$ cat src/hdl/ict_pkg.sv
// Constants, register map and helpers for the interval compare timer
package ict_pkg;

   // Channel count and data widths
   localparam int ICT_NCH = 2;
   localparam int ICT_DW = 16;
   localparam int ICT_AW = 4;
   localparam int ICT_BE_W = 2;

   // Register byte offsets; each channel owns one stride of the map
   localparam logic [3:0] ICT_RUN_OFS = 4'h0;
   localparam logic [3:0] ICT_CSR_OFS = 4'h2;
   localparam logic [3:0] ICT_CNT_OFS = 4'h4;
   localparam logic [3:0] ICT_LIM_OFS = 4'h6;
   localparam int ICT_CH_STRIDE = 8;

   // Reset values
   localparam logic [15:0] ICT_RUN_RST = 16'h0000;
   localparam logic [15:0] ICT_CNT_RST = 16'h0000;
   localparam logic [15:0] ICT_LIM_RST = 16'hFFFF;
   localparam logic ICT_FLAG_RST = 1'b0;
   localparam logic ICT_IE_RST = 1'b0;
   localparam logic [1:0] ICT_CKS_RST = 2'h0;

   // Field positions of the control/status register
   localparam int ICT_FLAG_BIT = 7;
   localparam int ICT_IE_BIT = 6;
   localparam int ICT_CKS_HI = 1;
   localparam int ICT_CKS_LO = 0;
   localparam int ICT_CKS_W = 2;
   localparam int ICT_NSEL = 4;

   // Field positions of the run register
   localparam int ICT_RUN_CH0_BIT = 0;
   localparam int ICT_RUN_CH1_BIT = 1;

   // Free prescaler width, enough for the slowest division of 512
   localparam int ICT_PRE_W = 9;
   localparam int ICT_DIV_BASE_LOG2 = 3;
   localparam int ICT_DIV_STEP_LOG2 = 2;

   // Division selected by a clock select value, as a power of two
   function automatic int ict_div_log2(input int sel);
      return ICT_DIV_BASE_LOG2 + ICT_DIV_STEP_LOG2 * sel;
   endfunction

   // Merge written bytes over the old value; unselected bytes stay
   function automatic logic [15:0] ict_merge(
      input logic [15:0] old_val,
      input logic [15:0] new_val,
      input logic [1:0] be
   );
      logic [15:0] res;
      res = old_val;
      if (be[0])
      begin
         res[7:0] = new_val[7:0];
      end
      if (be[1])
      begin
         res[15:8] = new_val[15:8];
      end
      return res;
   endfunction

endpackage

$ cat src/hdl/ict_prescaler.sv
// Free-running prescaler giving one-cycle ticks at clk/8, /32, /128, /512
`timescale 1ns/1ps
`default_nettype none
module ict_prescaler
   import ict_pkg::*;
#(
   parameter int PRE_W = ICT_PRE_W
)
(
   input wire logic clk_sys,
   input wire logic reset,
   input wire logic standby_in,
   output logic [ICT_NSEL-1:0] tick
);

   logic [PRE_W-1:0] pre_reg;
   logic [PRE_W-1:0] pre_next;

   assign pre_next = pre_reg + {{(PRE_W-1){1'b0}}, 1'b1};

   always_ff @(posedge clk_sys)
   begin
      if (reset || standby_in)
      begin
         pre_reg <= '0;
      end
      else
      begin
         pre_reg <= pre_next;
      end
   end

   genvar s;
   generate
      for (s = 0; s < ICT_NSEL; s++)
      begin : g_tick
         localparam int L = ict_div_log2(s);
         always_ff @(posedge clk_sys)
         begin
            if (reset || standby_in)
            begin
               tick[s] <= 1'b0;
            end
            else
            begin
               tick[s] <= &pre_reg[L-1:0];
            end
         end
      end
   endgenerate

endmodule
`default_nettype wire

$ cat src/hdl/ict_timer.sv
// Two-channel 16-bit interval compare timer with register port
//
// Overview of operation
// - Control/status register clears to zero on reset and standby entry.
// - Reserved status bits 15:8 and 5:2 read zero; software writes zero.
// - Bit 7 match flag set by match; write zero clears, one keeps.
// - Interrupt request is high while match flag and enable are both one.
// - Clock select 00,01,10,11 picks clock divided by 8, 32, 128, 512.
// - Counter is 16-bit up-counter, steps each selected tick while running.
// - On counter equal to limit, counter clears, flag sets, counting continues.
// - Counter resets to zero on reset and standby entry.
// - Limit register is 16-bit writable, all ones after reset and standby.
// - Match acts on the tick after equality, as counter rolls to zero.
// - Match clear beats a same-cycle counter write; written value discarded.
// - Word write beats a same-cycle increment; increment is dropped.
// - Byte write beats increment; other byte keeps its old value.
// - Each channel drives its own interrupt request line.
// - Two independent channels with own counter, limit and status register.
// - Shared run register, bit per channel, resets to zero.
//
// The address map and the plain strobed port were decided locally.
`timescale 1ns/1ps
`default_nettype none
module ict_timer
   import ict_pkg::*;
#(
   parameter int NCH = ICT_NCH,
   parameter int DW = ICT_DW
)
(
   input wire logic clk_sys,
   input wire logic reset,
   input wire logic standby_in,
   input wire logic [ICT_AW-1:0] reg_addr,
   input wire logic [DW-1:0] reg_wdata,
   input wire logic [ICT_BE_W-1:0] reg_be,
   input wire logic reg_wr,
   input wire logic reg_rd,
   output logic [DW-1:0] reg_rdata,
   output logic [NCH-1:0] match_interrupt
);

   // Shared divider ticks
   logic [ICT_NSEL-1:0] tick;

   // Run register and its decode
   logic [NCH-1:0] count_run_bit_reg;
   logic run_sel;

   // Per-channel state
   logic [DW-1:0] interval_counter_reg [NCH];
   logic [DW-1:0] interval_limit_reg [NCH];
   logic [NCH-1:0] match_flag_reg;
   logic [NCH-1:0] match_irq_enable_reg;
   logic [ICT_CKS_W-1:0] cks_reg [NCH];
   logic [NCH-1:0] static_chk_reg;

   // Per-channel decode and events
   logic [NCH-1:0] csr_sel;
   logic [NCH-1:0] cnt_sel;
   logic [NCH-1:0] lim_sel;
   logic [NCH-1:0] count_tick;
   logic [NCH-1:0] match_hit;
   logic [NCH-1:0] static_hit;
   logic [NCH-1:0] flag_clear;

   // Read path
   logic [DW-1:0] rd_mux;

   ict_prescaler #(
      .PRE_W(ICT_PRE_W)
   ) u_prescaler (
      .clk_sys(clk_sys),
      .reset(reset),
      .standby_in(standby_in),
      .tick(tick)
   );

   assign run_sel = (reg_addr == ICT_RUN_OFS);

   always_ff @(posedge clk_sys)
   begin
      if (reset || standby_in)
      begin
         count_run_bit_reg <= ICT_RUN_RST[NCH-1:0];
      end
      else if (reg_wr && run_sel && reg_be[0])
      begin
         count_run_bit_reg <= reg_wdata[NCH-1:0];
      end
   end

   genvar c;
   generate
      for (c = 0; c < NCH; c++)
      begin : g_ch
         localparam logic [3:0] CH_BASE = 4'(c * ICT_CH_STRIDE);

         assign csr_sel[c] = (reg_addr == (CH_BASE | ICT_CSR_OFS));
         assign cnt_sel[c] = (reg_addr == (CH_BASE | ICT_CNT_OFS));
         assign lim_sel[c] = (reg_addr == (CH_BASE | ICT_LIM_OFS));

         assign count_tick[c] = count_run_bit_reg[c] && tick[cks_reg[c]];

         assign match_hit[c] = count_tick[c]
            && (interval_counter_reg[c] == interval_limit_reg[c]);

         assign static_hit[c] = static_chk_reg[c]
            && !count_run_bit_reg[c]
            && (interval_counter_reg[c] == interval_limit_reg[c]);

         assign flag_clear[c] = reg_wr && csr_sel[c] && reg_be[0]
            && !reg_wdata[ICT_FLAG_BIT];

         // Compare after a write to a stopped channel, once values settle
         always_ff @(posedge clk_sys)
         begin
            if (reset || standby_in)
            begin
               static_chk_reg[c] <= 1'b0;
            end
            else
            begin
               static_chk_reg[c] <= reg_wr && !count_run_bit_reg[c]
                  && (cnt_sel[c] || lim_sel[c]);
            end
         end

         always_ff @(posedge clk_sys)
         begin
            if (reset || standby_in)
            begin
               interval_counter_reg[c] <= ICT_CNT_RST;
            end
            else if (match_hit[c] || static_hit[c])
            begin
               interval_counter_reg[c] <= ICT_CNT_RST;
            end
            else if (reg_wr && cnt_sel[c])
            begin
               interval_counter_reg[c] <= ict_merge(interval_counter_reg[c],
                  reg_wdata, reg_be);
            end
            else if (count_tick[c])
            begin
               interval_counter_reg[c] <= interval_counter_reg[c]
                  + {{(DW-1){1'b0}}, 1'b1};
            end
         end

         always_ff @(posedge clk_sys)
         begin
            if (reset || standby_in)
            begin
               interval_limit_reg[c] <= ICT_LIM_RST;
            end
            else if (reg_wr && lim_sel[c])
            begin
               interval_limit_reg[c] <= ict_merge(interval_limit_reg[c],
                  reg_wdata, reg_be);
            end
         end

         always_ff @(posedge clk_sys)
         begin
            if (reset || standby_in)
            begin
               match_flag_reg[c] <= ICT_FLAG_RST;
            end
            // Set wins so a match in the clearing cycle is not lost
            else if (match_hit[c] || static_hit[c])
            begin
               match_flag_reg[c] <= 1'b1;
            end
            else if (flag_clear[c])
            begin
               match_flag_reg[c] <= 1'b0;
            end
         end

         always_ff @(posedge clk_sys)
         begin
            if (reset || standby_in)
            begin
               match_irq_enable_reg[c] <= ICT_IE_RST;
               cks_reg[c] <= ICT_CKS_RST;
            end
            else if (reg_wr && csr_sel[c] && reg_be[0])
            begin
               match_irq_enable_reg[c] <= reg_wdata[ICT_IE_BIT];
               cks_reg[c] <= reg_wdata[ICT_CKS_HI:ICT_CKS_LO];
            end
         end

         assign match_interrupt[c] = match_flag_reg[c]
            && match_irq_enable_reg[c];
      end
   endgenerate

   // Read multiplexer; unmapped addresses return zero
   always_comb
   begin
      rd_mux = '0;
      if (run_sel)
      begin
         rd_mux[NCH-1:0] = count_run_bit_reg;
      end
      for (int k = 0; k < NCH; k++)
      begin
         if (csr_sel[k])
         begin
            rd_mux[ICT_FLAG_BIT] = match_flag_reg[k];
            rd_mux[ICT_IE_BIT] = match_irq_enable_reg[k];
            rd_mux[ICT_CKS_HI:ICT_CKS_LO] = cks_reg[k];
         end
         if (cnt_sel[k])
         begin
            rd_mux = interval_counter_reg[k];
         end
         if (lim_sel[k])
         begin
            rd_mux = interval_limit_reg[k];
         end
      end
   end

   // Read data stand only in the cycle after the strobe
   always_ff @(posedge clk_sys)
   begin
      if (reset)
      begin
         reg_rdata <= '0;
      end
      else if (reg_rd)
      begin
         reg_rdata <= rd_mux;
      end
      else
      begin
         reg_rdata <= '0;
      end
   end

endmodule
`default_nettype wire

$ cat config.mk
export PLATFORM = sky130hd
export DESIGN_NAME = ict_timer
export DESIGN_NICKNAME = d
export VERILOG_FILES = /design/src/hdl/ict_pkg.sv /design/src/hdl/ict_prescaler.sv /design/src/hdl/ict_timer.sv
export SDC_FILE = /design/constraint.sdc
export NUM_CORES = 1
export LEC_CHECK = 0
export ABC_AREA = 0
export BUFFER_PORTS_ARGS = -buffer_cell sky130_fd_sc_hd__buf_2
export CAP_MARGIN = 20
export CORE_UTILIZATION = 60
export DETAILED_ROUTE_END_ITERATION = 10
export GPL_TIMING_DRIVEN = 0
export PLACE_DENSITY = 0.83
export SLEW_MARGIN = 20
export SYNTH_ARGS = -nofsm -noshare
export SYNTH_HDL_FRONTEND = slang
export SYNTH_SLANG_ARGS = --single-unit
$ cat constraint.sdc
create_clock -name clk_sys -period 2.5 [get_ports clk_sys]
set_input_delay 0.125 -clock clk_sys [delete_from_list [all_inputs] [get_ports clk_sys]]
set_output_delay 0.125 -clock clk_sys [all_outputs]
set_load 0.01 [all_outputs]
==> reports/qor.csv <==
metric;value;unit
p_leak;0.00198;uW
seq_area_frac_synth;0.516;
wirelength;13800;um
drt_iter0_markers;430;
maxSlewViolCount;0;
synth-xor-area-share;0.102;
worstSetupEndpointType;register;
cts_sinks;105;
worstMarginPinSlew;0.749;ns
rsz0062_at_grt;true;
rows;34;
placedInstanceArea;5740;sq um
critPathSlowestCell;nor4_2;
power;3240;uW
cp_max_fo;8;
stdcell_area;5950;sq um
area_growth;10.4;%
cts-root-buf;clkbuf_8;
critPathKind;register to register;
slew-limit-headroom;0.497;
post_cts_resized;0;
cap_violations;0;
grt_pass1_wl;22000;um
initial_core_util;0.618;
irDropWorstVdd;0.251;mV
dpl_worst_slack;-0.0664;ns
ys_ff_latch;105;
synth_mux_area_frac;0.0188;
period_share;1.03;
setup_ws;-0.0729;ns
viasPerCell;6.54;
synth_adder_area_share;0.0139;
async_reset_ff_frac;0;
synth_cell_types;48;
dp_cells;648;
avgSynthCellArea;10.9;sq um
fin_cells;666;
max_freq;389;MHz
wl_per_cell;20.8;um
netlist_instances;496;
grt_max_degree;18;
grt_pass1_vias;4117;
grt.overflow.total;0;
port-buffer-count;44;
synthesis.nets;529;
synthFlopType;edfxtp_1;
layout-drive-gt1-share;0.181;
whs;0.0256;ns
diodes;0;
clock_latency;0.38;ns
tritoncts;yes;
r2r_slack;-0.07;ns
gp_congestion;0.940;
crit_arrival;2.60;ns
htree_num_levels;3;
clk_pin_slew_worst_paths;0.10;ns
synth_edf_count;68;
hold_class;primary input to register;
status;finished, violations left;
path_cells;xnor2_1 > nand4_1 > nor4_2 > nand2_1 > nand3_1;
synth_top_family_by_area;simple AND/OR/NAND/NOR gates;
synthSimpleGateAreaFrac;0.181;
violations;setup timing;
cts_hold_buffers;0;
crit_required;2.53;ns
drc;0;
fin_nets;586;
power.density;545;nW/um^2
max_stage_delay;0.55;ns
die_h;96.8;um
synth_compound_area_frac;0.137;
hold_viol;0;
setup-violations-final;16;
path_delay_family;simple AND/OR/NAND/NOR gates;
vias;4357;
clk_path_buf_depth;2;
dp_hpwl;10500;um
fin_crit;2.57;ns
dieArea;9360;sq um
cp-start-kind;register;
ios;45;
grt_antenna_before_repair;0;
clock-skew-final;0.0114;ns
core-area;8720;sq um
synth.cell_area;5390;sq um
ant_nets;0;
grt_usage;0.306;
drt-pass1-iter-count;5;
cts-buffers-inserted;9;
yosys_warnings;0;
path_buf_inv;0;
die_width;96.8;um
[report_power, final]
| group | internal, uW | switching [uW] | total [uW] |
|---|---|---|---|
| registers | 1910 | 78.3 | 1990 |
| logic | 116 | 179 | 295 |
| clock network | 364 | 590 | 953 |
[cell usage after synthesis, types with 3 or more instances]
library cell   n  area [sq um]
a22o_1        10          87.6
a22oi_1       24           180
nor3_1         9          45.0
nor2_1        22          82.6
nor2b_1        5          31.3
xnor2_1       48           420
xor2_1        15           131
or2_2         17           106
o21ai_0        9          45.0
dfxtp_1       37           741
nand4_1       17           106
inv_1          4          15.0
nand2_1       32           120
edfxtp_1      68          2040
or3_1         19           119
a21oi_1       23           115
buf_2         10          50.1
clkbuf_1      16          60.1
nand3_1       32           160
o2bb2ai_1     22           193
and3_1         4          25.0
and2_1        10          62.6
mux2i_1        3          30.0
ha_1           6          75.1
[per-stage QoR]
| step | TNS, ns | utilization |
|---|---|---|
| 3_5_place_dp | -0.934 | 0.659 |
| 2_1_floorplan | 0 | - |
| 5_1_grt | -2.17 | 0.682 |
| 6_report | -1.11 | 0.682 |
| 3_3_place_gp | -0.0811 | 0.659 |
| 4_1_cts | -1.40 | 0.677 |
[layer usage]
layer  global-route usage  routed length, um
met5                    0                  0
met4                0.116                321
met3               0.0520               1430
met2                0.456               6250
met1                0.448               5830
[timing repair]
item / CTS / global route
endpoints found under the setup margin: 16 / 32
gates cloned: 0 / 0
setup buffers: 0 / 2
pin swaps: 0 / 2
[placed cells by master (no fill, tap or decap), drive strengths merged, types with 4 or more instances in the layout]
master / n
dfxtp: 37
nand3: 33
nand4: 17
a21oi: 24
nand2: 32
nor4: 4
nor3: 10
o21ai: 9
xnor2: 48
or3: 19
nor2b: 5
nor2: 22
inv: 6
xor2: 15
edfxtp: 68
or2: 17
clkbuf: 28
and2: 10
a22oi: 24
o2bb2ai: 22
buf: 61
ha: 6
and3: 4
a22o: 10
[layout make-up]
type | instances | area, sq um
clock buffers | 11 | 131
plain buffers | 32 | 149
inverters | 4 | 15.0
flip-flops and latches | 105 | 2780
repair buffers | 46 | 260
multi-input cells | 355 | 2440
fillers | 660 | 2780
clock inverters | 5 | 31.3
well taps | 108 | 135
[cells by family after synthesis]
logic type               after synthesis
AO/OA/AOI/OAI                        100
XOR/XNOR                              63
adder cells (fa/ha/maj)                6
buffers and inverters                 36
flip-flops                           105
multiplexers                           7
AND/OR/NAND/NOR                      179
[path summary, 6_finish.rpt]
check                           cells past startpoint                         end                         from
worst max-delay path                                5  interval_counter_reg[0][4]  interval_counter_reg[0][13]
worst min-delay path                                2           static_chk_reg[1]                  reg_addr[0]
worst max register to register                      5  interval_counter_reg[0][4]  interval_counter_reg[0][13]
worst min register to register                      1      u_prescaler.pre_reg[0]       u_prescaler.pre_reg[0]
Power figures use the tool's default switching activity.
